<file path="src/hdl/mut_defines.svh">
`ifndef MUT_DEFINES_SVH
`define MUT_DEFINES_SVH

// ---------------------------------------------------------------------------
// Register byte offsets.
// ---------------------------------------------------------------------------
`define MUT_OFS_CTRL      8'h00
`define MUT_OFS_COMPARE   8'h04
`define MUT_OFS_CAPTURE   8'h08
`define MUT_OFS_COUNT     8'h0C

// ---------------------------------------------------------------------------
// Field positions and reset values.
// ---------------------------------------------------------------------------
`define MUT_CTRL_W        9
`define MUT_CNT_RUN_BIT   16
`define MUT_CNT_PIN_BIT   17
`define MUT_CTRL_RST      9'h000
`define MUT_COMPARE_RST   16'hFFFF
`define MUT_CAPTURE_RST   16'h0000
`define MUT_RESP_OKAY     2'b00
`define MUT_RESP_SLVERR   2'b10

// ---------------------------------------------------------------------------
// Timing counts.
// ---------------------------------------------------------------------------
`define MUT_CLK_PER_FC    1
`define MUT_NF_REJECT_FC  4
`define MUT_NF_DETECT_FC  12
`define MUT_NF_LEN \
  (((`MUT_NF_REJECT_FC + `MUT_NF_DETECT_FC) / 2) * `MUT_CLK_PER_FC)
`define MUT_FS_DIV        512
`define MUT_DIV_SEL00     11
`define MUT_DIV_SEL01     7
`define MUT_DIV_SEL10     3
`define MUT_DIV_FS        3

`endif

</file>
<file path="src/hdl/mut_pkg.sv">
package mut_pkg;

  typedef enum logic [1:0]
  {
    START_STOP = 2'b00,
    START_CMD  = 2'b01,
    START_RISE = 2'b10,
    START_FALL = 2'b11
  } mut_start_t;

  typedef enum logic [1:0]
  {
    CLK_SEL00 = 2'b00,
    CLK_SEL01 = 2'b01,
    CLK_SEL10 = 2'b10,
    CLK_PIN   = 2'b11
  } mut_clksel_t;

  typedef enum logic [1:0]
  {
    MODE_TIMER  = 2'b00,
    MODE_WINDOW = 2'b01,
    MODE_PWIDTH = 2'b10,
    MODE_PULSE  = 2'b11
  } mut_mode_t;

  typedef enum logic [1:0]
  {
    S_IDLE = 2'b00,
    S_WAIT = 2'b01,
    S_RUN  = 2'b10
  } mut_state_t;

  typedef struct packed
  {
    logic        divider_tap_select;
    logic        trigger_stop_select;
    logic        auto_capture_enable;
    mut_mode_t   operating_mode_select;
    mut_clksel_t source_clock_select;
    mut_start_t  start_control_field;
  } mut_ctrl_t;

endpackage : mut_pkg

</file>
<file path="src/hdl/mut_timer.sv">
`timescale 1ns/1ps
`include "mut_defines.svh"

module mut_timer
  import mut_pkg::*;
#(
  parameter int AW     = 8,
  parameter int FS_DIV = `MUT_FS_DIV
)
(
  // Clock and reset.
  input  wire logic          i_clk,
  input  wire logic          i_rst_n,
  // Pin and power state.
  input  wire logic          i_counter_input_pin,
  input  wire logic          i_slow_mode,
  input  wire logic          i_stop_entry,
  // AXI4-Lite write channels.
  input  wire logic [AW-1:0] i_s_axi_awaddr,
  input  wire logic          i_s_axi_awvalid,
  output logic               o_s_axi_awready,
  input  wire logic [31:0]   i_s_axi_wdata,
  input  wire logic [3:0]    i_s_axi_wstrb,
  input  wire logic          i_s_axi_wvalid,
  output logic               o_s_axi_wready,
  output logic [1:0]         o_s_axi_bresp,
  output logic               o_s_axi_bvalid,
  input  wire logic          i_s_axi_bready,
  // AXI4-Lite read channels.
  input  wire logic [AW-1:0] i_s_axi_araddr,
  input  wire logic          i_s_axi_arvalid,
  output logic               o_s_axi_arready,
  output logic [31:0]        o_s_axi_rdata,
  output logic [1:0]         o_s_axi_rresp,
  output logic               o_s_axi_rvalid,
  input  wire logic          i_s_axi_rready,
  // Match request.
  output logic               o_match_interrupt
);

  localparam int FSW = $clog2(FS_DIV);

  mut_ctrl_t    counter_control_reg;
  logic [15:0]  compare_value_reg;
  logic [15:0]  capture_value_reg;
  logic [15:0]  count_reg;
  mut_state_t   state_reg;
  logic         irq_reg;
  logic [7:0]   cmp_lo_buf_reg;
  logic [7:0]   cmp_hi_buf_reg;
  logic         cmp_pend_reg;
  logic [10:0]  pres_reg;
  logic [FSW-1:0] fs_cnt_reg;
  logic [2:0]   fs8_reg;
  logic         awready_reg;
  logic         wready_reg;
  logic         bvalid_reg;
  logic [1:0]   bresp_reg;
  logic         arready_reg;
  logic         rvalid_reg;
  logic [31:0]  rdata_reg;
  logic [1:0]   rresp_reg;
  logic [AW-1:0] waddr_reg;
  logic [31:0]  wdata_reg;
  logic [3:0]   wstrb_reg;

  logic pin_level;
  logic pin_rise;
  logic pin_fall;

  // ---------------------------------------------------------------------------
  // Input pin conditioning.
  // ---------------------------------------------------------------------------
  mut_pin_filter #(
    .NF_LEN (`MUT_NF_LEN)
  ) u_filter (
    .i_clk    (i_clk),
    .i_rst_n  (i_rst_n),
    .i_pin    (i_counter_input_pin),
    .i_bypass (i_slow_mode),
    .o_level  (pin_level),
    .o_rise   (pin_rise),
    .o_fall   (pin_fall)
  );

  // ---------------------------------------------------------------------------
  // Prescaler.
  // ---------------------------------------------------------------------------
  always_ff @(posedge i_clk)
  begin
    if (!i_rst_n)
      pres_reg <= 11'h000;
    else
      pres_reg <= pres_reg + 11'h001;
  end

  always_ff @(posedge i_clk)
  begin
    if (!i_rst_n)
    begin
      fs_cnt_reg <= '0;
      fs8_reg    <= 3'h0;
    end
    else if (fs_cnt_reg == FSW'(FS_DIV - 1))
    begin
      fs_cnt_reg <= '0;
      fs8_reg    <= fs8_reg + 3'h1;
    end
    else
      fs_cnt_reg <= fs_cnt_reg + FSW'(1);
  end

  logic fs_tick;
  assign fs_tick = (fs_cnt_reg == FSW'(FS_DIV - 1)) && (&fs8_reg);

  // ---------------------------------------------------------------------------
  // Mode decode.
  // ---------------------------------------------------------------------------
  mut_start_t start_f;
  logic       pin_clk;
  logic       is_timer;
  logic       is_ext;
  logic       is_event;
  logic       is_window;
  logic       active;
  logic       trig_edge;
  logic       opp_edge;
  logic       src_tick;
  logic       gate;
  logic       hit;
  logic [15:0] count_inc;

  assign start_f   = counter_control_reg.start_control_field;
  assign pin_clk   = counter_control_reg.source_clock_select == CLK_PIN;
  assign is_timer  = counter_control_reg.operating_mode_select == MODE_TIMER
                     && start_f == START_CMD && !pin_clk;
  assign is_ext    = counter_control_reg.operating_mode_select == MODE_TIMER
                     && start_f[1] && !pin_clk;
  assign is_event  = counter_control_reg.operating_mode_select == MODE_TIMER
                     && start_f[1] && pin_clk;
  assign is_window = counter_control_reg.operating_mode_select
                     == MODE_WINDOW && start_f[1] && !pin_clk;
  assign active    = is_timer || is_ext || is_event || is_window;
  assign trig_edge = (start_f == START_RISE) ? pin_rise : pin_fall;
  assign opp_edge  = (start_f == START_RISE) ? pin_fall : pin_rise;
  assign gate      = (start_f == START_RISE) ? pin_level : ~pin_level;
  assign count_inc = count_reg + 16'h0001;
  assign hit       = count_inc == compare_value_reg;

  // The low-frequency tap is the only one left once the fast clock stops.
  always_comb
  begin
    case (counter_control_reg.source_clock_select)
      CLK_SEL00:
        src_tick = (counter_control_reg.divider_tap_select || i_slow_mode)
                   ? fs_tick : (&pres_reg[`MUT_DIV_SEL00-1:0]);
      CLK_SEL01: src_tick = !i_slow_mode && (&pres_reg[`MUT_DIV_SEL01-1:0]);
      CLK_SEL10: src_tick = !i_slow_mode && (&pres_reg[`MUT_DIV_SEL10-1:0]);
      CLK_PIN:   src_tick = trig_edge;
      default:   src_tick = 1'b0;
    endcase
  end

  // ---------------------------------------------------------------------------
  // Up-counter and sequencing.
  // ---------------------------------------------------------------------------
  // Mode and source are assumed steady while running.
  always_ff @(posedge i_clk)
  begin
    if (!i_rst_n)
    begin
      count_reg <= 16'h0000;
      state_reg <= S_IDLE;
      irq_reg   <= 1'b0;
    end
    else
    begin
      irq_reg <= 1'b0;
      if (!active)
      begin
        count_reg <= 16'h0000;
        state_reg <= S_IDLE;
      end
      else if (is_ext)
      begin
        case (state_reg)
          S_RUN:
          begin
            if (src_tick && hit)
            begin
              count_reg <= 16'h0000;
              state_reg <= S_WAIT;
              irq_reg   <= 1'b1;
            end
            else if (counter_control_reg.trigger_stop_select && opp_edge)
            begin
              count_reg <= 16'h0000;
              state_reg <= S_WAIT;
            end
            else if (src_tick)
              count_reg <= count_inc;
          end
          default:
          begin
            count_reg <= 16'h0000;
            state_reg <= trig_edge ? S_RUN : S_WAIT;
          end
        endcase
      end
      else if (is_event)
      begin
        state_reg <= S_RUN;
        if (trig_edge)
          count_reg <= count_inc;
        else if (opp_edge && count_reg == compare_value_reg)
        begin
          count_reg <= 16'h0000;
          irq_reg   <= 1'b1;
        end
      end
      else
      begin
        state_reg <= S_RUN;
        if (src_tick && (is_timer || gate))
        begin
          if (hit)
          begin
            count_reg <= 16'h0000;
            irq_reg   <= 1'b1;
          end
          else
            count_reg <= count_inc;
        end
      end
    end
  end

  // ---------------------------------------------------------------------------
  // Auto-capture.
  // ---------------------------------------------------------------------------
  always_ff @(posedge i_clk)
  begin
    if (!i_rst_n)
      capture_value_reg <= `MUT_CAPTURE_RST;
    else if (counter_control_reg.auto_capture_enable && src_tick
             && (is_timer || is_event || is_window))
      capture_value_reg <= count_reg;
  end

  // ---------------------------------------------------------------------------
  // Register writes.
  // ---------------------------------------------------------------------------
  logic wr_fire;
  logic wr_ctrl;
  logic wr_cmp;
  assign wr_fire = !awready_reg && !wready_reg && !bvalid_reg;
  assign wr_ctrl = wr_fire && waddr_reg == `MUT_OFS_CTRL;
  assign wr_cmp  = wr_fire && waddr_reg == `MUT_OFS_COMPARE;

  // Stop entry overrides a software write in the same cycle.
  always_ff @(posedge i_clk)
  begin
    if (!i_rst_n)
      counter_control_reg <= mut_ctrl_t'(`MUT_CTRL_RST);
    else
    begin
      if (wr_ctrl && wstrb_reg[0])
        counter_control_reg[7:0] <= wdata_reg[7:0];
      if (wr_ctrl && wstrb_reg[1])
        counter_control_reg[8] <= wdata_reg[8];
      if (i_stop_entry)
        counter_control_reg.start_control_field <= START_STOP;
    end
  end

  // The upper byte arms the compare value; it lands on the next tick, or on the next clock while stopped.
  always_ff @(posedge i_clk)
  begin
    if (!i_rst_n)
    begin
      cmp_lo_buf_reg    <= 8'h00;
      cmp_hi_buf_reg    <= 8'h00;
      cmp_pend_reg      <= 1'b0;
      compare_value_reg <= `MUT_COMPARE_RST;
    end
    else
    begin
      if (wr_cmp && wstrb_reg[0])
        cmp_lo_buf_reg <= wdata_reg[7:0];
      if (wr_cmp && wstrb_reg[1])
      begin
        cmp_hi_buf_reg <= wdata_reg[15:8];
        cmp_pend_reg   <= 1'b1;
      end
      else if (cmp_pend_reg && (src_tick || start_f == START_STOP))
      begin
        compare_value_reg <= {cmp_hi_buf_reg, cmp_lo_buf_reg};
        cmp_pend_reg      <= 1'b0;
      end
    end
  end

  // ---------------------------------------------------------------------------
  // AXI4-Lite write path.
  // ---------------------------------------------------------------------------
  always_ff @(posedge i_clk)
  begin
    if (!i_rst_n)
    begin
      awready_reg <= 1'b1;
      waddr_reg   <= '0;
    end
    else if (awready_reg && i_s_axi_awvalid)
    begin
      awready_reg <= 1'b0;
      waddr_reg   <= {i_s_axi_awaddr[AW-1:2], 2'b00};
    end
    else if (wr_fire)
      awready_reg <= 1'b1;
  end

  always_ff @(posedge i_clk)
  begin
    if (!i_rst_n)
    begin
      wready_reg <= 1'b1;
      wdata_reg  <= 32'h0000_0000;
      wstrb_reg  <= 4'h0;
    end
    else if (wready_reg && i_s_axi_wvalid)
    begin
      wready_reg <= 1'b0;
      wdata_reg  <= i_s_axi_wdata;
      wstrb_reg  <= i_s_axi_wstrb;
    end
    else if (wr_fire)
      wready_reg <= 1'b1;
  end

  always_ff @(posedge i_clk)
  begin
    if (!i_rst_n)
    begin
      bvalid_reg <= 1'b0;
      bresp_reg  <= `MUT_RESP_OKAY;
    end
    else if (wr_fire)
    begin
      bvalid_reg <= 1'b1;
      bresp_reg  <= (waddr_reg[AW-1:4] == '0) ? `MUT_RESP_OKAY
                                              : `MUT_RESP_SLVERR;
    end
    else if (i_s_axi_bready)
      bvalid_reg <= 1'b0;
  end

  // ---------------------------------------------------------------------------
  // AXI4-Lite read path.
  // ---------------------------------------------------------------------------
  logic [AW-1:0] raddr;
  assign raddr = {i_s_axi_araddr[AW-1:2], 2'b00};

  always_ff @(posedge i_clk)
  begin
    if (!i_rst_n)
    begin
      arready_reg <= 1'b1;
      rvalid_reg  <= 1'b0;
      rdata_reg   <= 32'h0000_0000;
      rresp_reg   <= `MUT_RESP_OKAY;
    end
    else if (arready_reg && i_s_axi_arvalid)
    begin
      arready_reg <= 1'b0;
      rvalid_reg  <= 1'b1;
      rresp_reg   <= `MUT_RESP_OKAY;
      case (raddr)
        `MUT_OFS_CTRL:    rdata_reg <= {23'h00_0000, counter_control_reg};
        `MUT_OFS_COMPARE: rdata_reg <= {16'h0000, compare_value_reg};
        `MUT_OFS_CAPTURE: rdata_reg <= {16'h0000, capture_value_reg};
        `MUT_OFS_COUNT:   rdata_reg <= {14'h0000, pin_level,
                                        state_reg == S_RUN, count_reg};
        default:
        begin
          rdata_reg <= 32'h0000_0000;
          rresp_reg <= `MUT_RESP_SLVERR;
        end
      endcase
    end
    else if (rvalid_reg && i_s_axi_rready)
    begin
      rvalid_reg  <= 1'b0;
      arready_reg <= 1'b1;
    end
  end

  assign o_s_axi_awready   = awready_reg;
  assign o_s_axi_wready    = wready_reg;
  assign o_s_axi_bvalid    = bvalid_reg;
  assign o_s_axi_bresp     = bresp_reg;
  assign o_s_axi_arready   = arready_reg;
  assign o_s_axi_rvalid    = rvalid_reg;
  assign o_s_axi_rdata     = rdata_reg;
  assign o_s_axi_rresp     = rresp_reg;
  assign o_match_interrupt = irq_reg;
endmodule : mut_timer

</file>
<file path="src/hdl/mut_pin_filter.sv">
`timescale 1ns/1ps
`include "mut_defines.svh"

module mut_pin_filter
  import mut_pkg::*;
#(
  parameter int NF_LEN = `MUT_NF_LEN
)
(
  // Clock and reset.
  input  wire logic i_clk,
  input  wire logic i_rst_n,
  // Pin and mode.
  input  wire logic i_pin,
  input  wire logic i_bypass,
  // Filtered level and edges.
  output logic      o_level,
  output logic      o_rise,
  output logic      o_fall
);

  localparam int CW = $clog2(NF_LEN) + 1;

  logic          sync_a_reg;
  logic          sync_b_reg;
  logic          level_reg;
  logic          level_d_reg;
  logic [CW-1:0] stable_cnt_reg;

  // ---------------------------------------------------------------------------
  // Synchroniser.
  // ---------------------------------------------------------------------------
  always_ff @(posedge i_clk)
  begin
    if (!i_rst_n)
    begin
      sync_a_reg <= 1'b0;
      sync_b_reg <= 1'b0;
    end
    else
    begin
      sync_a_reg <= i_pin;
      sync_b_reg <= sync_a_reg;
    end
  end

  // ---------------------------------------------------------------------------
  // Noise rejection.
  // ---------------------------------------------------------------------------
  // Unless bypassed, a new level is taken only after it has stood for NF_LEN clocks.
  always_ff @(posedge i_clk)
  begin
    if (!i_rst_n)
    begin
      level_reg      <= 1'b0;
      stable_cnt_reg <= '0;
    end
    else if (i_bypass)
    begin
      level_reg      <= sync_b_reg;
      stable_cnt_reg <= '0;
    end
    else if (sync_b_reg == level_reg)
      stable_cnt_reg <= '0;
    else if (stable_cnt_reg == CW'(NF_LEN - 1))
    begin
      level_reg      <= sync_b_reg;
      stable_cnt_reg <= '0;
    end
    else
      stable_cnt_reg <= stable_cnt_reg + CW'(1);
  end

  always_ff @(posedge i_clk)
  begin
    if (!i_rst_n)
      level_d_reg <= 1'b0;
    else
      level_d_reg <= level_reg;
  end

  assign o_level = level_reg;
  assign o_rise  = level_reg & ~level_d_reg;
  assign o_fall  = ~level_reg & level_d_reg;
endmodule : mut_pin_filter

</file>
<file path="config.mk">
export PLATFORM = sky130hd
export DESIGN_NAME = mut_timer
export DESIGN_NICKNAME = d
export VERILOG_FILES = /design/src/hdl/mut_pkg.sv /design/src/hdl/mut_timer.sv /design/src/hdl/mut_pin_filter.sv
export VERILOG_INCLUDE_DIRS = /design/src /design/src/hdl
export SDC_FILE = /design/constraint.sdc
export NUM_CORES = 1
export LEC_CHECK = 0
export ABC_AREA = 1
export BUFFER_PORTS_ARGS = -buffer_cell sky130_fd_sc_hd__buf_2
export CAP_MARGIN = 5
export CORE_ASPECT_RATIO = 0.75
export CORE_MARGIN = 4
export CORE_UTILIZATION = 45
export CTS_CLUSTER_DIAMETER = 60
export DETAILED_ROUTE_END_ITERATION = 16
export GPL_ROUTABILITY_DRIVEN = 0
export PLACE_DENSITY = 0.63
export SYNTH_ARGS = -nofsm -noshare
export SYNTH_HDL_FRONTEND = slang
export SYNTH_SLANG_ARGS = --single-unit
</file>
<file path="constraint.sdc">
create_clock -name i_clk -period 4 [get_ports i_clk]
set_clock_uncertainty 0.2 [all_clocks]
set_input_delay 0.8 -clock i_clk [delete_from_list [all_inputs] [get_ports i_clk]]
set_output_delay 0.8 -clock i_clk [all_outputs]
set_load 0.1 [all_outputs]
</file>
==> results of run 1 <==
-- placed cells by master (no fill, tap or decap), types with 7 or more instances in the layout --
master and n:
buf_2 65, nand4_1 7, o22ai_1 18, xnor2_1 9, clkbuf_16 17, nand3_1 46, nor2_1 148, o211ai_1 15
ha_1 11, nand2_1 185, o21ai_0 101, conb_1 16, buf_4 9, a21oi_1 71, o21ai_1 7, inv_1 123
xor2_1 11, inv_8 7, nor3_1 13, dfxtp_1 157
-- final timing paths --
check / endpoint / from / depth (start not counted) / slack [ps]
setup / recovery: compare_value_reg[0]$_SDFFE_PN1P_ / fs_cnt_reg[0]$_SDFF_PP0_ / 14 / 740
hold reg to reg: u_filter.sync_b_reg$_SDFF_PN0_ / u_filter.sync_a_reg$_SDFF_PN0_ / 2 / 220
hold / removal: u_filter.sync_b_reg$_SDFF_PN0_ / u_filter.sync_a_reg$_SDFF_PN0_ / 2 / 220
setup reg to reg: compare_value_reg[0]$_SDFFE_PN1P_ / fs_cnt_reg[0]$_SDFF_PP0_ / 14 / 740
-- layer usage --
metal,vias up,track usage [%],share of wire [%]
li1,3385,-,-
met1,2960,30.19,51
met2,156,30.16,41
met3,18,6.102,6.4
met4,2,4.523,0.97
met5,-,0,0.043
-- critical path, stage by stage (launching register included) --
cell      delay [ps]
dfxtp_1          350
ha_1             170
nand2_1           70
nor2_1           170
nand3_1          130
nor3_1           190
ha_1             320
a31oi_1          110
o21ai_1           80
nand2_1          120
o21ai_0          270
nand3_2          210
inv_1            380
buf_12           210
o211ai_1          80
-- per-stage QoR --
stage | instance area (µm²) | power, W | cells | worst slack (ps) | hold slack, ps
floorplan | 7345 | 0.001883 | 1038 | 1487 | 190.5
global placement | 7706 | 0.001929 | 1261 | 885.5 | 198.8
detailed placement | 7706 | 0.001930 | 1261 | 852.0 | 202.7
CTS | 8287 | 0.003518 | 1293 | 783.2 | 218.6
global route | 8287 | 0.003611 | 1293 | 361.1 | 268.1
finish | 8287 | 0.003491 | 1293 | 736.8 | 220.5
-- cell type report --
class	count	area, µm²
Clock inverter	14	141.4
Clock buffer	18	439.2
Multi-Input combinational cell	695	3410
Timing Repair Buffer	75	412.9
Tap cell	205	256.5
Inverter	129	484.2
Fill cell	1504	7279
Sequential cell	157	3143
-- cell families (layout without fill, tap and decap cells) --
kind of cell	Yosys count	in the layout	share of synthesized area, %
adder cells (fa/ha/maj)	11	11	1.888
AND/OR/NAND/NOR	423	423	24.74
AO/OA/AOI/OAI	225	225	16.93
flip-flops	157	157	43.12
other	1	16	0.05145
buffers and inverters	186	236	10.87
XOR/XNOR	20	20	2.403
-- power groups by stage --
stage	registers, W	clock network, W	logic, W
after floorplan	0.00171	0	0.000177
after global placement	0.00166	0	0.000268
after detailed placement	0.00166	0	0.000269
after CTS	0.00163	0.00162	0.000270
after global routing	0.00163	0.00169	0.000296
final	0.00162	0.00160	0.000269
==> results.yml, run 1 <==
worst_hold_path:
  hold_class: "reg -> reg"
logic_synthesis:
  synthMostInstantiatedCell: "nand2_1"
  synth_area_leaders: "dfxtp_1 43%, nand2_1 9.5%, nor2_1 7.6%"
  yosys.area.top_type_share_pct: 43.12
  ys_types: 44
  synthArstFlopShare_pct: 0
  ys_seq_area_share_pct: 43.12
  yosys_warnings: 0
  avgSynthCellArea_um2: 7.124
  synthFlopType: "dfxtp_1"
  synth_area_leader_cell: "dfxtp_1"
  synth_edf_count: 0
  postSynthCellCount: 1023
  synthTopCellsByCount: "185 x nand2_1, 157 x dfxtp_1, 148 x nor2_1"
  syn_area_um2: 7288
  ys_seq_elements: 157
layout:
  drive_above_1_share_pct: 12.13
  final_nets: 1148
  fin_util_pct: 53.24
  n_antenna_cell: 0
  syn_to_final_growth_pct: 13.70
  largest_reg_flops: 18
power:
  p_switching_w: 0.0009859
  pwr-share-clk_pct: 45.7
  ir_drop_mv: 0.2303
  power_density_nw_per_um2: 421.3
  switching_share_pct: 28.24
  seqPwrFrac_pct: 46.5
  internal_power_w: 0.002505
  leakagePower_nw: 3.505
  p_comb_share_pct: 7.7
global_routing:
  grt_first_pass_wirelength_um: 30770
  grt_pass1_vias: 6112
  grt_overflow: 0
  grt_max_degree: 98
  antenna_found_initial: 1
  grt_usage_pct: 20.65
drt:
  drt-wirelength-per-cell_um: 14.43
  drtAntennaViolNets: 0
  routed_wirelength_um: 18660
  dr.pass1.iters: 5
  vias_per_cell: 5.043
  drcViolationCount: 0
  vias: 6521
  first_iter_violations: 541
place:
  dp_hpwl_um: 13540
  port_buffers: 65
cts:
  root_buffer: "clkbuf_16"
  cts_buffers: 17
  clk_latency_ps: 420
  cts_tree: "yes"
  cts_setup_buffers: 0
  cts_hold_buf: 0
  clockBufferDepth: 2
  cts_resized: 0
  h-tree-depth: 4
  cts_num_sinks: 157
  path_clk_slew_ps: 70
timing:
  layout_worst_path_cycle_share_pct: 81.58
  finalSetupTns_ps: 0
  fin_crit_ps: 3263
  setup_violations: 0
  drv_slew: 0
  max_freq_mhz: 306.4
  final_hold_viol_count: 0
  slew_headroom_pct: 39.09
  worstMarginPinSlew_ps: 913.6
  rsz0062_at_grt: "no"
floorplan:
  dieArea_um2: 18320
  die_w_um: 155.0
  ioPinCount: 104
  start_util_pct: 46.82
  num_rows: 39
  die_h_um: 118.2
  placeableCoreArea_um2: 15570
setup_path:
  cp-start-kind: "register"
  worstPathRequired_ps: 4050
  cp-end-kind: "register"
  critical_path_class: "reg -> reg"
  worstPathArrival_ps: 3320
  crit_path_max_fanout: 18
run_status:
  status: "completed"
job:
  max_cap_violations: 0
No activity file was read; power rests on OpenSTA's default activity.
==> run 2, diff against run 1 <==
--- a/config.mk
+++ b/config.mk
@@ -15,7 +15,7 @@
 export CTS_CLUSTER_DIAMETER = 60
 export DETAILED_ROUTE_END_ITERATION = 16
 export GPL_ROUTABILITY_DRIVEN = 0
-export PLACE_DENSITY = 0.63
+export PLACE_DENSITY = 0.66
 export SYNTH_ARGS = -nofsm -noshare
 export SYNTH_HDL_FRONTEND = slang
 export SYNTH_SLANG_ARGS = --single-unit
==> constraint.sdc (replaced) <==
create_clock -name i_clk -period 2.9 [get_ports i_clk]
set_clock_uncertainty 0.2 [all_clocks]
set_input_delay 0.58 -clock i_clk [delete_from_list [all_inputs] [get_ports i_clk]]
set_output_delay 0.58 -clock i_clk [all_outputs]
set_load 0.1 [all_outputs]
==> results.yml, run 2 (synthesis results as in run 1) <==
layout:
  final_cell_count_no_fill: 1317
  syn_to_final_growth_pct: 18.11
  final_nets: 1172
  layout_common_cells: "183 x nand2_1, 154 x dfxtp_1, 146 x nor2_1, 123 x inv_1, 97 x o21ai_0"
  largest_reg_flops: 18
  n_antenna_cell: 0
  drive_above_1_share_pct: 15.11
  final_common_cell: "nand2_1"
drt:
  first_iter_violations: 653
  drt-wirelength-per-cell_um: 14.41
  vias_per_cell: 5.099
  drtAntennaViolNets: 0
  dr.pass1.iters: 5
  routed_wirelength_um: 18980
  drcViolationCount: 0
  vias: 6716
global_routing:
  grt_first_pass_wirelength_um: 30710
  antenna_found_initial: 0
  grt_usage_pct: 20.85
  grt_overflow: 0
  grt_max_degree: 98
  grt_pass1_vias: 6059
timing:
  layout_worst_path_cycle_share_pct: 93.62
  fin_crit_ps: 2715
  drv_slew: 0
  worstMarginPinSlew_ps: 737.3
  slew_headroom_pct: 50.51
  max_freq_mhz: 368.3
  finalSetupTns_ps: 0
  whs_ps: 143.6
  setup_violations: 0
  final_hold_viol_count: 0
  fin_ws_ps: 184.9
cts:
  cts_tree: "yes"
  cts_buffers: 17
  cts_hold_buf: 0
  cts_num_sinks: 157
  clockBufferDepth: 2
  h-tree-depth: 4
  path_clk_slew_ps: 70
  clk_latency_ps: 430
  root_buffer: "clkbuf_16"
setup_path:
  worstPathRequired_ps: 3030
  rr_startpoint: "fs_cnt_reg[0]$_SDFF_PP0_"
  cp-start-kind: "register"
  r2r_cells: 18
  worstPathArrival_ps: 2850
  crit_path_max_fanout: 6
  cp-end-kind: "register"
  critical_path_class: "reg -> reg"
  r2r-end: "count_reg[8]$_SDFFE_PN0P_"
  rrSetupSlack_ps: 180
floorplan:
  start_util_pct: 46.82
  ioPinCount: 104
  die_w_um: 155.0
  num_rows: 39
  placeableCoreArea_um2: 15570
  dieArea_um2: 18320
  die_h_um: 118.2
power:
  leakagePower_nw: 3.660
  ir_drop_mv: 0.5146
  power_density_nw_per_um2: 571.0
  power_w: 0.004915
job:
  max_cap_violations: 0
run_status:
  status: "completed"
worst_hold_path:
  hold_class: "in -> reg"
  min_path_cells: 3
  hold_start: "i_counter_input_pin"
  whs_endpoint: "u_filter.sync_a_reg$_SDFF_PN0_"
place:
  port_buffers: 65
  dp_slack_ps: 83.85
  dp_hpwl_um: 13860
  placedCellCount: 1282
## run 2: cell count changes in the layout (fill, tap and decap cells not counted), sizes merged
cell      delta
buf         +23
inv          -4
clkinv       +3
bufinv       +2
clkbuf       +1
clkinvlp     -1
## run 2: stage by stage
step,util (%),cell area [µm²]
after detailed placement,50.76,7901
after global placement,50.76,7901
after global routing,55.30,8608
final,55.30,8608
after CTS,54.67,8509
after floorplan,-,7345
## run 2: worst max-delay path by stage
stage                                            from                            endpoint  slack, ps
after floorplan           o_s_axi_wready$_SDFFE_PN1P_  compare_value_reg[11]$_SDFFE_PN1P_        390
after global placement       fs_cnt_reg[0]$_SDFF_PP0_          count_reg[14]$_SDFFE_PN0P_        120
after detailed placement     fs_cnt_reg[0]$_SDFF_PP0_          count_reg[13]$_SDFFE_PN0P_         80
after CTS                    fs_cnt_reg[0]$_SDFF_PP0_          count_reg[13]$_SDFFE_PN0P_         20
after global routing         fs_cnt_reg[0]$_SDFF_PP0_          count_reg[10]$_SDFFE_PN0P_        -30
final                        fs_cnt_reg[0]$_SDFF_PP0_           count_reg[8]$_SDFFE_PN0P_        180
## run 2: what timing repair did
item,in CTS,in global routing
setup endpoints to repair,0,39
resized for setup,0,22
buffers inserted,0,2
## run 2: where the power goes
| group | leakage [nW] | total, W | internal, W | switching, W |
|---|---|---|---|---|
| sequential | 1.28 | 0.00224 | 0.00221 | 0.0000359 |
| combinational | 2.09 | 0.000382 | 0.0000839 | 0.000298 |
| clock | 0.294 | 0.00229 | 0.00131 | 0.000984 |
| total | 3.66 | 0.00491 | 0.00360 | 0.00132 |
## run 2: routing by layer
layer	wire [µm]	part of all wire, %	track usage [%]	vias up
met3	1394	7.3	4.713	19
li1	-	-	-	3438
met5	0	0	0	-
met2	7701	41	29.15	203
met4	180	0.95	5.019	0
met1	9702	51	32.31	3056
## run 2: area by class of cell
class,instances,area [µm²]
fillers,1534,6958
multi-input cells,695,3455
flip-flops and latches,157,3147
repair buffers,99,655.6
inverters,129,486.7
clock buffers,18,429.2
well taps,205,256.5
clock inverters,14,178.9
## run 2: critical path, cell delays in order, from the launching register on
cell       delay, ps
dfxtp_2          330
ha_2             180
nand2_2           70
nor2_4           140
nand3_2           90
nor3_2           190
ha_2             250
a31oi_1           90
o21ai_1           80
nand2_1          120
inv_2            110
o21ai_2           70
nand2_2           80
nand3_4          170
clkbuf_16        210
nor2_1            90
nand2_1           50
nand2_1           70
nor2_1            30
